==> src/rtl/psw_pkg.sv <==
/*
 * psw_pkg: register map, field positions, reset values, states and
 * timing constants of the system watchdog.
 * assumes: one 125 MHz core clock; registers are 8 bits wide.
 */
package psw_pkg;
    // ----------------------------------------
    // register offsets (8-bit host address)
    // ----------------------------------------
    localparam logic [7:0] FAULT_RECORD_OFS = 8'h05;
    localparam logic [7:0] EVENT_FLAGS_OFS  = 8'h06;
    localparam logic [7:0] IRQ_MASK_OFS     = 8'h0a;
    localparam logic [7:0] SYS_CFG_OFS      = 8'h0f;
    localparam logic [7:0] PERIOD_CFG_OFS   = 8'h11;
    localparam logic [7:0] SYS_CMD_OFS      = 8'h13;
    // ----------------------------------------
    // field positions
    // ----------------------------------------
    localparam int FAULT_BIT   = 0;  // wdog_fault_flag
    localparam int WARN_BIT    = 3;  // wdog_warn_event / wdog_warn_mask
    localparam int RETRY_LSB   = 5;  // retry_limit_field [6:5]
    localparam int RETRY_W     = 2;
    localparam int SCALE_W     = 3;  // wdog_period_select [2:0]
    localparam int KICK_BIT    = 0;  // kick bit of command register
    // ----------------------------------------
    // reset values
    // ----------------------------------------
    localparam logic [7:0] IRQ_MASK_RST   = 8'h00;
    localparam logic [7:0] SYS_CFG_RST    = 8'h60;
    localparam logic [2:0] SCALE_RST      = 3'h1;
    localparam logic [2:0] SCALE_OFF      = 3'h0;
    // ----------------------------------------
    // timing
    // ----------------------------------------
    localparam int CLK_MHZ      = 125;
    localparam int SLOW_KHZ     = 32;                       // slow tick rate
    localparam int INT_OSC_DIV  = (CLK_MHZ * 1000) / SLOW_KHZ;
    localparam int PERIOD_BASE  = 2048;   // slow ticks at select 1
    localparam int MIN_KICK     = 8;      // slow ticks, edge mode only
    localparam int SEQ_TICKS    = 16;     // power-down sequence length
    localparam int CNT_W        = 24;
    // ----------------------------------------
    // watchdog states
    // ----------------------------------------
    typedef enum logic [1:0] {
        PSW_OFF,    // deep off mode, watchdog idle
        PSW_WAIT,   // entering run mode, waiting first kick
        PSW_RUN,    // run mode, watchdog armed
        PSW_SHUT    // power-down sequence after timeout
    } psw_state_e;
endpackage : psw_pkg

==> src/rtl/psw_watchdog.sv <==
/*
 * psw_watchdog: system watchdog with register file, kick paths,
 * half-period warning, retry counter and shutdown sequencing.
 * assumes: a host register port already decoded from the two-wire
 * interface; power manager pulses cold_boot and wake_req.
 */
`timescale 1ns/1ps
`default_nettype none
module psw_watchdog
    import psw_pkg::*;
#(
    parameter int PERIOD_TICKS = psw_pkg::PERIOD_BASE,
    parameter int OSC_DIV      = psw_pkg::INT_OSC_DIV
)(
    input  wire logic       core_clk,
    input  wire logic       rst,
    input  wire logic       reg_wr,         // host write strobe
    input  wire logic       reg_rd,         // host read strobe
    input  wire logic [7:0] reg_addr,       // host address
    input  wire logic [7:0] reg_wdata,      // host write data
    output logic      [7:0] reg_rdata,      // registered read data
    input  wire logic       xtal_clk_pin,   // crystal 32 kHz
    input  wire logic       xtal_ok_pin,    // crystal running
    input  wire logic       kick_pin_input, // first_gp_pin
    input  wire logic       kick_pin_en,    // pin set as kick input
    input  wire logic       kick_level_mode,
    input  wire logic       lock_bypass,    // one-time option
    input  wire logic       sec_reset_en,   // gp pin as sequenced reset
    input  wire logic       cold_boot,      // pulse: cold start
    input  wire logic       wake_req,       // pulse: restart request
    output logic            run_mode,       // run mode reached
    output logic            deep_off_mode,  // in deep off
    output logic            sec_reset_out,  // secondary reset
    output logic            irq_n           // warning interrupt
);
    import psw_pkg::*;
    // ----------------------------------------
    // state and storage
    // ----------------------------------------
    psw_state_e          state_r, state_nxt;
    logic [CNT_W-1:0]    cnt_r;          // ticks since last kick
    logic [CNT_W-1:0]    seq_r;          // power-down sequence ticks
    logic                fault_r;        // wdog_fault_flag
    logic                warn_ev_r;      // wdog_warn_event
    logic                warned_r;       // warning given this period
    logic [7:0]          mask_r;         // interrupt mask register
    logic [7:0]          cfg_r;          // system config register
    logic [SCALE_W-1:0]  scale_r;        // wdog_period_select
    logic [RETRY_W-1:0]  retry_r;        // remaining retries
    logic                slow_tick;
    logic                pin_rise, pin_level;

    // ----------------------------------------
    // helpers
    // ----------------------------------------
    psw_clk_sel #(.DIV(OSC_DIV)) u_clk_sel (
        .core_clk     (core_clk),
        .rst          (rst),
        .xtal_clk_pin (xtal_clk_pin),
        .xtal_ok_pin  (xtal_ok_pin),
        .slow_tick    (slow_tick)
    );

    psw_kick_in u_kick_in (
        .core_clk       (core_clk),
        .rst            (rst),
        .kick_pin_input (kick_pin_input),
        .kick_rise      (pin_rise),
        .kick_level     (pin_level)
    );

    // ----------------------------------------
    // decode
    // ----------------------------------------
    wire wr_fault  = reg_wr & (reg_addr == FAULT_RECORD_OFS);
    wire wr_event  = reg_wr & (reg_addr == EVENT_FLAGS_OFS);
    wire wr_mask   = reg_wr & (reg_addr == IRQ_MASK_OFS);
    wire wr_cfg    = reg_wr & (reg_addr == SYS_CFG_OFS);
    wire wr_period = reg_wr & (reg_addr == PERIOD_CFG_OFS);
    wire wr_cmd    = reg_wr & (reg_addr == SYS_CMD_OFS);
    wire armed     = (state_r == PSW_WAIT) | (state_r == PSW_RUN);
    wire wdg_on    = (scale_r != SCALE_OFF);
    // stop attempt while armed is dropped unless bypassed
    wire scale_ok  = wr_period & ~(armed & wdg_on & ~lock_bypass &
                     (reg_wdata[SCALE_W-1:0] == SCALE_OFF));

    // ----------------------------------------
    // period and kick qualification
    // ----------------------------------------
    wire [CNT_W-1:0] period  = CNT_W'(PERIOD_TICKS) << (scale_r - 3'h1);
    wire [CNT_W-1:0] half    = period >> 1;
    wire             min_ok  = (cnt_r >= CNT_W'(MIN_KICK));
    wire reg_kick  = wr_cmd & reg_wdata[KICK_BIT];
    wire pin_kick  = kick_pin_en & (kick_level_mode ? pin_level
                     : (pin_rise & min_ok));
    wire kick      = armed & (reg_kick | pin_kick);
    wire warn_hit  = armed & wdg_on & slow_tick & ~kick & ~warned_r &
                     (cnt_r + CNT_W'(1) >= half);
    wire expire    = armed & wdg_on & slow_tick & ~kick &
                     (cnt_r + CNT_W'(1) >= period);
    wire seq_done  = slow_tick & (seq_r == CNT_W'(SEQ_TICKS - 1));

    // ----------------------------------------
    // state machine
    // ----------------------------------------
    always_comb
    begin
        state_nxt = state_r;
        case (state_r)
            PSW_OFF:
            begin
                // cold start arms; restart only with retries left
                if (cold_boot | (wake_req & (retry_r != '0)))
                    state_nxt = PSW_WAIT;
            end
            PSW_WAIT:
            begin
                if (expire)
                    state_nxt = PSW_SHUT;
                else if (kick | ~wdg_on)
                    state_nxt = PSW_RUN;
            end
            PSW_RUN:
            begin
                if (expire)
                    state_nxt = PSW_SHUT;
            end
            PSW_SHUT:
            begin
                if (seq_done)
                    state_nxt = PSW_OFF;
            end
            default:
                state_nxt = PSW_OFF;
        endcase
        if (cold_boot)
            state_nxt = PSW_WAIT;
    end

    // state register
    always_ff @(posedge core_clk)
    begin
        if (rst)
            state_r <= PSW_OFF;
        else
            state_r <= state_nxt;
    end

    // ----------------------------------------
    // counters
    // ----------------------------------------
    always_ff @(posedge core_clk)
    begin
        if (rst)
        begin
            cnt_r    <= '0;
            warned_r <= 1'b0;
            seq_r    <= '0;
        end
        else
        begin
            if (kick | ~armed | cold_boot)
            begin
                cnt_r    <= '0;
                warned_r <= 1'b0;
            end
            else if (slow_tick & wdg_on)
            begin
                cnt_r <= cnt_r + CNT_W'(1);
                if (warn_hit)
                    warned_r <= 1'b1;
            end
            if (state_r != PSW_SHUT)
                seq_r <= '0;
            else if (slow_tick)
                seq_r <= seq_r + CNT_W'(1);
        end
    end

    // retry counter
    always_ff @(posedge core_clk)
    begin
        if (rst)
            retry_r <= '0;
        else if (cold_boot)
            retry_r <= cfg_r[RETRY_LSB +: RETRY_W];
        else if (expire & (retry_r != '0))
            retry_r <= retry_r - RETRY_W'(1);
    end

    // ----------------------------------------
    // registers
    // ----------------------------------------
    // sticky flags: hardware set wins over write-one clear
    always_ff @(posedge core_clk)
    begin
        if (rst)
        begin
            fault_r   <= 1'b0;
            warn_ev_r <= 1'b0;
        end
        else
        begin
            if (expire)
                fault_r <= 1'b1;
            else if (wr_fault & reg_wdata[FAULT_BIT])
                fault_r <= 1'b0;
            if (warn_hit)
                warn_ev_r <= 1'b1;
            else if (wr_event & reg_wdata[WARN_BIT])
                warn_ev_r <= 1'b0;
        end
    end

    // configuration registers
    always_ff @(posedge core_clk)
    begin
        if (rst)
        begin
            mask_r  <= IRQ_MASK_RST;
            cfg_r   <= SYS_CFG_RST;
            scale_r <= SCALE_RST;
        end
        else
        begin
            if (wr_mask)
                mask_r <= reg_wdata;
            if (wr_cfg)
                cfg_r <= reg_wdata;
            if (scale_ok)
                scale_r <= reg_wdata[SCALE_W-1:0];
        end
    end

    // read mux, answered one cycle after the strobe
    wire [7:0] rd_mux =
        (reg_addr == FAULT_RECORD_OFS) ? 8'(fault_r) << FAULT_BIT :
        (reg_addr == EVENT_FLAGS_OFS)  ? 8'(warn_ev_r) << WARN_BIT :
        (reg_addr == IRQ_MASK_OFS)     ? mask_r :
        (reg_addr == SYS_CFG_OFS)      ? cfg_r :
        (reg_addr == PERIOD_CFG_OFS)   ? 8'(scale_r) : 8'h00;

    always_ff @(posedge core_clk)
    begin
        if (rst)
            reg_rdata <= 8'h00;
        else if (reg_rd)
            reg_rdata <= rd_mux;
    end

    // ----------------------------------------
    // outputs
    // ----------------------------------------
    assign run_mode      = (state_r == PSW_RUN);
    assign deep_off_mode = (state_r == PSW_OFF);
    assign sec_reset_out = sec_reset_en & (state_r == PSW_SHUT);
    assign irq_n = ~(warn_ev_r & ~mask_r[WARN_BIT]);
endmodule : psw_watchdog
`default_nettype wire

==> src/rtl/psw_clk_sel.sv <==
/*
 * psw_clk_sel: picks the slow counting clock without software help.
 * assumes: xtal_clk_pin is an asynchronous 32 kHz square wave and
 * xtal_ok_pin an asynchronous level from the crystal monitor.
 */
`timescale 1ns/1ps
`default_nettype none
module psw_clk_sel
    import psw_pkg::*;
#(
    parameter int DIV = psw_pkg::INT_OSC_DIV
)(
    input  wire logic core_clk,
    input  wire logic rst,
    input  wire logic xtal_clk_pin,
    input  wire logic xtal_ok_pin,
    output logic      slow_tick
);
    import psw_pkg::*;
    // ----------------------------------------
    // synchronisers and edge detect
    // ----------------------------------------
    logic [1:0] xclk_sync_r;   // crystal clock sync pair
    logic [1:0] xok_sync_r;    // crystal good sync pair
    logic       xclk_prev_r;   // last synced crystal level
    logic [15:0] div_r;        // internal slow clock divider
    logic       tick_prev_r;   // tick given last cycle
    wire        xtal_rise = xclk_sync_r[1] & ~xclk_prev_r;
    // raw pick; a source swap may line up two ticks back to back
    wire        tick_raw  = xok_sync_r[1] ? xtal_rise : div_end;
    wire        div_end   = (div_r == 16'(DIV - 1));

    // sample pins, run divider
    always_ff @(posedge core_clk)
    begin
        if (rst)
        begin
            xclk_sync_r <= 2'h0;
            xok_sync_r  <= 2'h0;
            xclk_prev_r <= 1'b0;
            div_r       <= 16'h0;
            tick_prev_r <= 1'b0;
        end
        else
        begin
            xclk_sync_r <= {xclk_sync_r[0], xtal_clk_pin};
            xok_sync_r  <= {xok_sync_r[0], xtal_ok_pin};
            xclk_prev_r <= xclk_sync_r[1];
            div_r       <= div_end ? 16'h0 : div_r + 16'h1;
            tick_prev_r <= slow_tick;
        end
    end

    // automatic choice of source
    always_comb
    begin
        // swallow a tick right after another, so back-to-back ticks from a swap count once
        slow_tick = tick_raw & ~tick_prev_r;
    end
endmodule : psw_clk_sel
`default_nettype wire

==> src/rtl/psw_kick_in.sv <==
/*
 * psw_kick_in: conditions the kick pin.
 * assumes: kick_pin_input is asynchronous, active high.
 */
`timescale 1ns/1ps
`default_nettype none
module psw_kick_in (
    input  wire logic core_clk,
    input  wire logic rst,
    input  wire logic kick_pin_input,
    output logic      kick_rise,
    output logic      kick_level
);
    // ----------------------------------------
    // sync and edge
    // ----------------------------------------
    logic [1:0] sync_r;   // two-stage synchroniser
    logic       prev_r;   // previous synced level

    // sample the pin
    always_ff @(posedge core_clk)
    begin
        if (rst)
        begin
            sync_r <= 2'h0;
            prev_r <= 1'b0;
        end
        else
        begin
            sync_r <= {sync_r[0], kick_pin_input};
            prev_r <= sync_r[1];
        end
    end

    assign kick_rise  = sync_r[1] & ~prev_r;   // one-cycle pulse
    assign kick_level = sync_r[1];             // held level
endmodule : psw_kick_in
`default_nettype wire

==> config.mk <==
export PLATFORM = sky130hd
export DESIGN_NAME = psw_watchdog
export DESIGN_NICKNAME = d
export VERILOG_FILES = /design/src/rtl/psw_pkg.sv /design/src/rtl/psw_watchdog.sv /design/src/rtl/psw_clk_sel.sv /design/src/rtl/psw_kick_in.sv
export SDC_FILE = /design/constraint.sdc
export NUM_CORES = 1
export LEC_CHECK = 0
export BUFFER_PORTS_ARGS = -buffer_cell sky130_fd_sc_hd__buf_2
export CAP_MARGIN = 25
export CORE_MARGIN = 1.5
export CORE_UTILIZATION = 35
export CTS_CLUSTER_SIZE = 20
export DETAILED_ROUTE_END_ITERATION = 8
export GPL_TIMING_DRIVEN = 0
export HOLD_SLACK_MARGIN = 0.05
export PLACE_DENSITY = 0.53
export SYNTH_ARGS = -nofsm -noshare
export SYNTH_HDL_FRONTEND = slang
export SYNTH_HIERARCHICAL = 1
export SYNTH_SLANG_ARGS = --single-unit
==> constraint.sdc <==
create_clock -name core_clk -period 3 [get_ports core_clk]
set_input_delay 0.6 -clock core_clk [delete_from_list [all_inputs] [get_ports core_clk]]
set_output_delay 0.6 -clock core_clk [all_outputs]
set_load 0.02 [all_outputs]
**Word-level counts from Yosys, hierarchy flattened**

Cells that the tools add are included.

- Word-level logic and storage cells: 129
- Bits of input ports: 29
- Register bits after elaboration: 107
- Memories kept: 0
- Bits in writable memories: 0
- Output and inout port bits: 12
- Latch bits: 0
- ROM bits: 0

- Bitwise logic cells: 47
- Shift-type cells: 1
- Div/mod/pow operators: 0
- Multiply operators: 0
- Multiplexer cells: 20
- $lt $le $gt $ge: 3
- Add/sub/neg operators: 5
- Eq/ne operators: 20
- Reduce and logical (&&, ||, !) cells: 14

Operators by type and width:

| cell | count |
|---|---|
| $add 24x1->24 const B | 2 |
| $mux 8 | 4 |
| $and 1x1->1 | 30 |
| $eq 24x4->1 const B | 1 |
| $ge 24x23->1 | 1 |
| $ge 24x24->1 | 1 |
| $ge 24x4->1 const B | 1 |
| $shl 12x3->24 const A | 1 |
| $add 16x1->16 const B | 1 |
| $eq 16x12->1 const B | 1 |
| $eq 8x3->1 const B | 2 |
| $eq 8x4->1 const B | 2 |
| $eq 8x5->1 const B | 2 |
| $mux 2 | 7 |
| $not 1->1 | 11 |
| $ne 3x2->1 const B | 3 |
| $pmux 2 s4 | 1 |
| $reduce_and 4->1 | 2 |
| $reduce_bool 2->1 | 4 |
| $reduce_or 2->1 | 4 |
| $mux 1 | 7 |
| $or 1x1->1 | 6 |
| $eq 2x2->1 const B | 2 |
| $ne 2x1->1 const B | 2 |
| other kinds (11) | 12 |

**Logic depth before layout (Yosys ltp)**

Gate-level depths: netlist of run 1.

- Depth in word-level cells: 13
- Mapped depth: 15
- Gate-level depth less buffers: 13

**By module**

The synthesis of run 1 kept the hierarchy.

Modules (own cells, without submodules):

| module | sequential area each (um^2) | times used | cells each | area each (um^2) |
|---|---|---|---|---|
| psw_watchdog | 1,641.6 | 1 | 552 | 4,546.9 |
| psw_clk_sel | 440.4 | 1 | 98 | 929.6 |
| psw_kick_in | 60.1 | 1 | 7 | 87.6 |

**Worst setup path after synthesis of run 1**

OpenSTA, ideal clock, no wires.

- Path kind: register to register
- Start: register cnt_r[0]
- End: register state_r[1]
- Library setup time: 72 ps
- Clock period less this slack: 3,156 ps
- Slack: -156 ps
- Path buffers: 1
- Cell stages (with the launch flop): 14
- Data arrival time: 3,085 ps
- Cell sequence: dfxtp_1 ha_1 nand3_1 or3_1 buf_2 nor2_1 xor2_1 ha_1 a21o_1 a21o_2 a221oi_1 a21oi_2 o31ai_2 mux2i_1

- Word-level cells in the longest chain between the ends: 11
- Elaborated cells on any way between the ends: 17

RTL lines:

| what | line | text |
|---|---|---|
| start: declaration | psw_watchdog.sv:41 | `logic [CNT_W-1:0] cnt_r;` |
| start signal: assignment | psw_watchdog.sv:169 | `cnt_r <= cnt_r + CNT_W'(1);` |
| branches (longest 11 deep; another with $add 24x1->24) | n/a |  |
| end signal: assignment | psw_watchdog.sv:146 | `state_r <= state_nxt;` |
| end: declaration | psw_watchdog.sv:40 | `psw_state_e state_r, state_nxt;` |

Several ways; the timed one is not identified.
A chain may end at the register's enable or synchronous reset.

**Final worst setup path of run 1**

- Start: register scale_r[0]
- End: register retry_r[0]

- Word-level cells in the longest chain between the ends: 7
- Elaborated cells on any way between the ends: 10

RTL lines:

| what | line | text |
|---|---|---|
| start: declaration | psw_watchdog.sv:48 | `logic [SCALE_W-1:0] scale_r;` |
| start signal: assignment | psw_watchdog.sv:231 | `scale_r <= reg_wdata[SCALE_W-1:0];` |
| branches (longest 4 deep; another with $ge 24x24->1) | n/a |  |
| $and 1x1->1 (*) | psw_watchdog.sv:99 | `wire expire = armed & wdg_on & slow_tick & ~kick &` |
| $and 1x1->1 (*) | psw_watchdog.sv:187 | `else if (expire & (retry_r != '0))` |
| $reduce_bool 2->1 (no source line) (*) | n/a |  |
| end signal: assignment | psw_watchdog.sv:186 | `retry_r <= cfg_r[RETRY_LSB +: RETRY_W];` |
| end signal: assignment | psw_watchdog.sv:188 | `retry_r <= retry_r - RETRY_W'(1);` |
| end: declaration | psw_watchdog.sv:49 | `logic [RETRY_W-1:0] retry_r;` |

Every way passes the cells marked *.

==> results of run 1 <==
==> power by group through the flow <==
| stage | registers, uW | logic [uW] | clock network (uW) |
|---|---|---|---|
| 3_5_place_dp | 1480 | 152 | 0 |
| 3_3_place_gp | 1480 | 149 | 0 |
| 2_1_floorplan | 1480 | 89.7 | 0 |
| 5_1_grt | 1440 | 183 | 1220 |
| 4_1_cts | 1440 | 156 | 1160 |
| 6_report | 1440 | 166 | 1130 |
==> worst max-delay path: stages, from the launching register on <==
cell and delay [ps]:
dfxtp_1 300, buf_2 170, nor2_4 160, ha_4 230, or3b_2 490, ha_1 340, a21o_1 200, a21o_2 200
a221oi_4 300, buf_6 150, a211oi_4 70, xnor2_1 150, a211oi_1 230
==> logic make-up after synthesis <==
family | Yosys count | share of synthesized area
and+or+nand+nor | 317 | 0.296
DFF | 107 | 0.385
AOI/OAI and AO/OA | 84 | 0.104
xor gates and xnor gates | 66 | 0.104
buffers and inverters | 49 | 0.0373
adders and majority gates | 28 | 0.0630
muxes | 6 | 0.0110
==> synth_stat cells, types with 5 or more instances <==
master	n	area, um^2
dfxtp_1	107	2140
nor2_1	90	338
nand2_1	64	240
nand3_1	41	205
xor2_1	38	333
a21oi_1	30	150
ha_1	28	350
xnor2_1	28	245
nand4_1	20	125
inv_1	19	71.3
clkbuf_1	16	60.1
nor3_1	14	70.1
nor4_1	14	87.6
buf_2	12	60.1
o21ai_0	11	55.1
and3_1	10	62.6
nor2b_1	10	62.6
nand2b_1	9	56.3
and2_1	6	37.5
or3_1	6	37.5
a22o_1	5	43.8
a22oi_1	5	37.5
mux2i_1	5	50.1
==> state kept, by name, summed over array words and instances, names as in the netlist, 2 cells and up <==
register,flops
cnt_r,24
cfg_r,8
scale_r,3
u_clk_sel/div_r,16
u_clk_sel/xclk_sync_r,2
state_r,2
u_kick_in/sync_r,2
seq_r,24
reg_rdata,8
mask_r,8
u_clk_sel/xok_sync_r,2
retry_r,2
==> metal layers <==
layer  up-vias  wire (um)
li1       2421          -
met1      2233       6580
met2        65       6120
met3        19        403
met4         0        244
met5         -          0
==> worst min path at each step <==
| stage | end | slack [ps] | cells past startpoint |
|---|---|---|---|
| 6_report | u_clk_sel/tick_prev_r$_SDFF_PP0_ | 420 | 1 |
| 5_1_grt | u_clk_sel/tick_prev_r$_SDFF_PP0_ | 450 | 1 |
| 4_1_cts | u_clk_sel/tick_prev_r$_SDFF_PP0_ | 420 | 1 |
| 3_5_place_dp | u_clk_sel/tick_prev_r$_SDFF_PP0_ | 410 | 1 |
| 3_3_place_gp | u_clk_sel/tick_prev_r$_SDFF_PP0_ | 410 | 1 |
| 2_1_floorplan | u_clk_sel/tick_prev_r$_SDFF_PP0_ | 400 | 1 |
==> timing repair <==
item | 4_1_cts | 5_1_grt
buffers inserted | 15 | 4
setup endpoints to repair | 11 | 17
hold buffers | 0 | 0
pin swaps | 25 | 17
gates resized for setup | 35 | 28
==> metrics by stage <==
step	cells	setup slack, ps
final	940	-95.9
after global routing	940	-241
after CTS	938	-48.2
after detailed placement	908	-425
after global placement	908	-313
after floorplan	657	0.589
==> layout make-up <==
| type | instances | area [um^2] | share of cell area |
|---|---|---|---|
| inverters | 19 | 71.3 | 0.0107 |
| clock inverters | 3 | 25.0 | 0.00374 |
| plain buffers | 28 | 141 | 0.0211 |
| flip-flops and latches | 107 | 2160 | 0.323 |
| repair buffers | 59 | 358 | 0.0535 |
| clock buffers | 12 | 246 | 0.0368 |
| well taps | 211 | 264 | 0.0394 |
| multi-input cells | 501 | 3430 | 0.512 |
==> results_dict.tcl, run 1 <==
set metrics [dict create \
    synth-warning-count 6 \
    max_slew_margin 0.574 \
    power_density_nw_per_um2 409 \
    clkPwrFrac 0.413 \
    r2r_cells 12 \
    busiest_layer "met2" \
    drcViolationCount 0 \
    finalHoldViolCount 0 \
    final_common_cell "dfxtp_1" \
    violations "setup timing" \
    grt_util_met2 0.264 \
    total_power_uw 2740 \
    htreeDepth 3 \
    via_per_inst 5.04 \
    final.min_clock_period_ps 3100 \
    switching_share 0.240 \
    skew_ps 7.18 \
    cts.clk_slew.worst_paths_ps 70 \
    dp_hpwl_mm 9.42 \
    syn_area_um2 5560 \
    synth-edff-count 0 \
    clock_latency_ps 360 \
    stdcell_area_um2 6690 \
    p_switching_uw 657 \
    cts.sinks 107 \
    fmax_mhz 323 \
    hp-start "u_clk_sel/tick_prev_r$_SDFF_PP0_" \
    rsz0062_at_grt "true" \
    root_buffer "clkbuf_16" \
    area_growth_pct 20.3 \
    finish.utilization 0.435 \
    drt_iter0_drc 300 \
    ys_types 72 \
    num_io_pins 41 \
    slew_viol_final 0 \
    dieWidth_um 129 \
    power_leakage_uw 0.00242 \
    antenna_found_initial 0 \
    worstMarginPinSlew_ps 635 \
    grt_overflow 0 \
    num_rows 45 \
    die_h_um 129 \
    critPathMaxFanout 9 \
    layout_common_cells "dfxtp_1 (98), nor2_1 (85), nand2_1 (62), buf_2 (47), nand3_1 (38)" \
    portBuffers 40 \
    ys.flop_type "dfxtp_1" \
    post-route-period-util 1.03 \
    async_flop_share 0 \
    hold-worst-slack_ps 421 \
    coreArea_um2 15400 \
    setup_viol 4 \
    synth_nets 714 \
    avgSynthCellArea_um2 8.47 \
    first_global_vias 4570 \
    internal_power_uw 2080 \
    vias 4738 \
    met3_usage 0.0289 \
    startpoint_type "flip-flop" \
    ys_seq_elements 107 \
    cp.arrival_ps 3360 \
    grt_max_degree 17 \
    fin_setup_tns_ps -224 \
    min_path_type "reg2reg" \
    wl_per_cell_um 14.2 \
    num_antenna_cells 0 \
    ys_seq_area_frac 0.385 \
    seq_power_share 0.527 \
    placedInstanceArea_um2 6050 \
    grt_pass1_wl_mm 22.3 \
    initial_utilization 0.362 \
    fill_cells 1525 \
    rr_endpoint "retry_r[0]$_SDFFE_PP0P_" \
    maxCapViolCount 0 \
    grt.met1_usage 0.232 \
    p_comb_frac 0.061 \
    cp.required_ps 3270 \
    end_kind "flip-flop" \
    cts_tree "built" \
    crit_end "retry_r[0]$_SDFFE_PP0P_" \
    fin_ws_ps -95.9 \
    crit_start "scale_r[0]$_SDFFE_PP1P_" \
    drive_gt1_frac 0.206 \
    status "finished with violations" \
    fin_nets 782 \
    place_congestion 0.861 \
    rrSetupSlack_ps -100 \
    cts_buffers 9 \
    die-area_um2 16700 \
    clockBufferDepth 2 \
    dr.pass1.iters 5 \
    drt_wl_total_mm 13.3 \
    track_usage 0.169 \
    ant_nets 0 \
    crit_type "reg2reg" \
    synthCells 657 \
    r2r-start "scale_r[0]$_SDFFE_PP1P_" \
    peakVddDrop_v 0.000339 \
]
Note: power is estimated with default switching activity, not from simulation.
==> run 2: changes to the inputs <==
--- a/config.mk
+++ b/config.mk
@@ -8,12 +8,13 @@
 export BUFFER_PORTS_ARGS = -buffer_cell sky130_fd_sc_hd__buf_2
 export CAP_MARGIN = 25
 export CORE_MARGIN = 1.5
-export CORE_UTILIZATION = 35
+export CORE_UTILIZATION = 55
 export CTS_CLUSTER_SIZE = 20
 export DETAILED_ROUTE_END_ITERATION = 8
 export GPL_TIMING_DRIVEN = 0
 export HOLD_SLACK_MARGIN = 0.05
-export PLACE_DENSITY = 0.53
+export PLACE_DENSITY = 0.77
+export SLEW_MARGIN = 20
 export SYNTH_ARGS = -nofsm -noshare
 export SYNTH_HDL_FRONTEND = slang
 export SYNTH_HIERARCHICAL = 1
==> results_dict.tcl, run 2 (same netlist as run 1, synthesis figures left out) <==
set metrics [dict create \
    status "finished with violations" \
    violations "setup timing" \
    post-route-period-util 1.02 \
    min_path_cells 2 \
    grt_overflow 0 \
    clock_latency_ps 390 \
    power_density_nw_per_um2 390 \
    num_antenna_cells 0 \
    cts_buffers 9 \
    layout_common_cells "dfxtp_1 (96), nor2_1 (85), nand2_1 (64), buf_2 (47), nand3_1 (38)" \
    final_cells 859 \
    drt_wl_total_mm 12.5 \
    dp_hpwl_mm 8.70 \
    worstMarginPinSlew_ps 686 \
    fin_setup_tns_ps -63.6 \
    num_rows 36 \
    finalHoldViolCount 0 \
    die_h_um 104 \
    total_power_uw 2530 \
    wl_per_cell_um 14.6 \
    via_per_inst 5.66 \
    place_inst 830 \
    area_growth_pct 16.4 \
    htreeDepth 3 \
    whs_endpoint "u_clk_sel/xok_sync_r[0]$_SDFF_PP0_" \
    critPathBufInv 1 \
    maxCapViolCount 0 \
    drive_gt1_frac 0.201 \
    min_path_type "in2reg" \
    clockBufferDepth 2 \
    rr_endpoint "state_r[0]$_SDFFE_PP0P_" \
    setup_viol 2 \
    crit_type "reg2reg" \
    cp.arrival_ps 3310 \
    dieWidth_um 104 \
    rsz0062_at_grt "true" \
    coreArea_um2 9770 \
    drcViolationCount 0 \
    rrSetupSlack_ps -50 \
    max_slew_margin 0.541 \
    r2r_cells 12 \
    skew_ps 7.61 \
    antenna_found_initial 0 \
    hp-start "xtal_ok_pin" \
    drt_iter0_drc 248 \
    fin_nets 778 \
    portBuffers 40 \
    critical_path.top_delay_family "simple AND/OR/NAND/NOR gates" \
    peakVddDrop_v 0.000404 \
    path_cells "nand4_4 -> or3_4 -> buf_12 -> nor3_4 -> xor2_2 -> ha_1 -> nand4_1 -> nor2_2 -> a221oi_4 -> a21oi_4 -> o311ai_2 -> a311oi_1" \
    die-area_um2 10700 \
    critPathMaxFanout 6 \
    cp_slowest_stage_delay_ps 460 \
    final_common_cell "dfxtp_1" \
    end_kind "flip-flop" \
    initial_utilization 0.569 \
    cts.clk_slew.worst_paths_ps 100 \
    num_io_pins 41 \
    cts_tree "built" \
    vias 4866 \
    first_global_vias 4658 \
    ant_nets 0 \
    power_leakage_uw 0.00237 \
    largestRegisters "cnt_r (24), seq_r (24), u_clk_sel/div_r (16)" \
    cts.sinks 107 \
    cp.required_ps 3260 \
    grt_pass1_wl_mm 21.0 \
    r2r-start "cnt_r[5]$_SDFFE_PP0P_" \
    slew_viol_final 0 \
    track_usage 0.236 \
    dr.pass1.iters 5 \
    postCtsHoldBufs 0 \
    place_congestion 0.834 \
    root_buffer "clkbuf_8" \
    critPathSlowestCell "or3_4" \
    final.min_clock_period_ps 3050 \
    startpoint_type "flip-flop" \
    fmax_mhz 328 \
    fin_ws_ps -50.6 \
    grt_max_degree 19 \
]
-- run 2: per-layer routing --
metal / GRT usage / part of all wire / vias to the layer above
met1: 0.291 / 0.44 / 2338
met2: 0.406 / 0.49 / 103
met3: 0.0554 / 0.050 / 17
met4: 0.0794 / 0.016 / 0
met5: 0 / 0 / -
li1: - / - / 2408
-- run 2: worst reg2reg max path: stages, from the launching register on --
cell,delay (ps)
dfxtp_4,390
nand4_4,150
or3_4,460
buf_12,150
nor3_4,200
xor2_2,220
ha_1,290
nand4_1,110
nor2_2,70
a221oi_4,360
a21oi_4,120
o311ai_2,280
a311oi_1,120
-- run 2: cell type report --
| class | instances | area, um^2 |
|---|---|---|
| Tap cell | 133 | 166 |
| Multi-Input combinational cell | 501 | 3400 |
| Fill cell | 808 | 3300 |
| Inverter | 19 | 71.3 |
| Timing Repair Buffer | 56 | 333 |
| Sequential cell | 107 | 2170 |
| Buffer | 27 | 130 |
| Clock inverter | 6 | 70.1 |
| Clock buffer | 10 | 138 |
-- run 2: how the worst max path moves through the flow --
stage	slack, ps	cells past startpoint	startpoint	end
after floorplan	0.6	13	cnt_r[0]$_SDFFE_PP0P_	state_r[1]$_SDFFE_PP0P_
after global placement	-290	13	cnt_r[0]$_SDFFE_PP0P_	state_r[0]$_SDFFE_PP0P_
after detailed placement	-300	13	cnt_r[0]$_SDFFE_PP0P_	state_r[0]$_SDFFE_PP0P_
after CTS	-9	13	cnt_r[1]$_SDFFE_PP0P_	state_r[0]$_SDFFE_PP0P_
after global routing	-180	14	u_clk_sel/div_r[1]$_SDFF_PP0_	state_r[0]$_SDFFE_PP0P_
final	-50	12	cnt_r[5]$_SDFFE_PP0P_	state_r[0]$_SDFFE_PP0P_
-- run 2: stage by stage --
step	worst slack [ps]	utilization	cell area, um^2	hold slack, ps
after global routing	-176	0.663	6480	409
after CTS	-8.99	0.646	6320	405
after global placement	-288	0.609	5950	408
final	-50.6	0.663	6480	420
after detailed placement	-296	0.609	5950	420
after floorplan	0.589	-	5580	399
-- run 2: what timing repair did --
action	4_1_cts	5_1_grt
resized for setup	29	26
cloned	0	0
setup endpoints to repair	10	11
pin swaps	15	15
buffers inserted	6	10
-- run 2: report_power, final --
| group | internal (uW) | switching (uW) |
|---|---|---|
| clock network | 414 | 519 |
| logic | 59.0 | 96.7 |
| registers | 1430 | 11.8 |
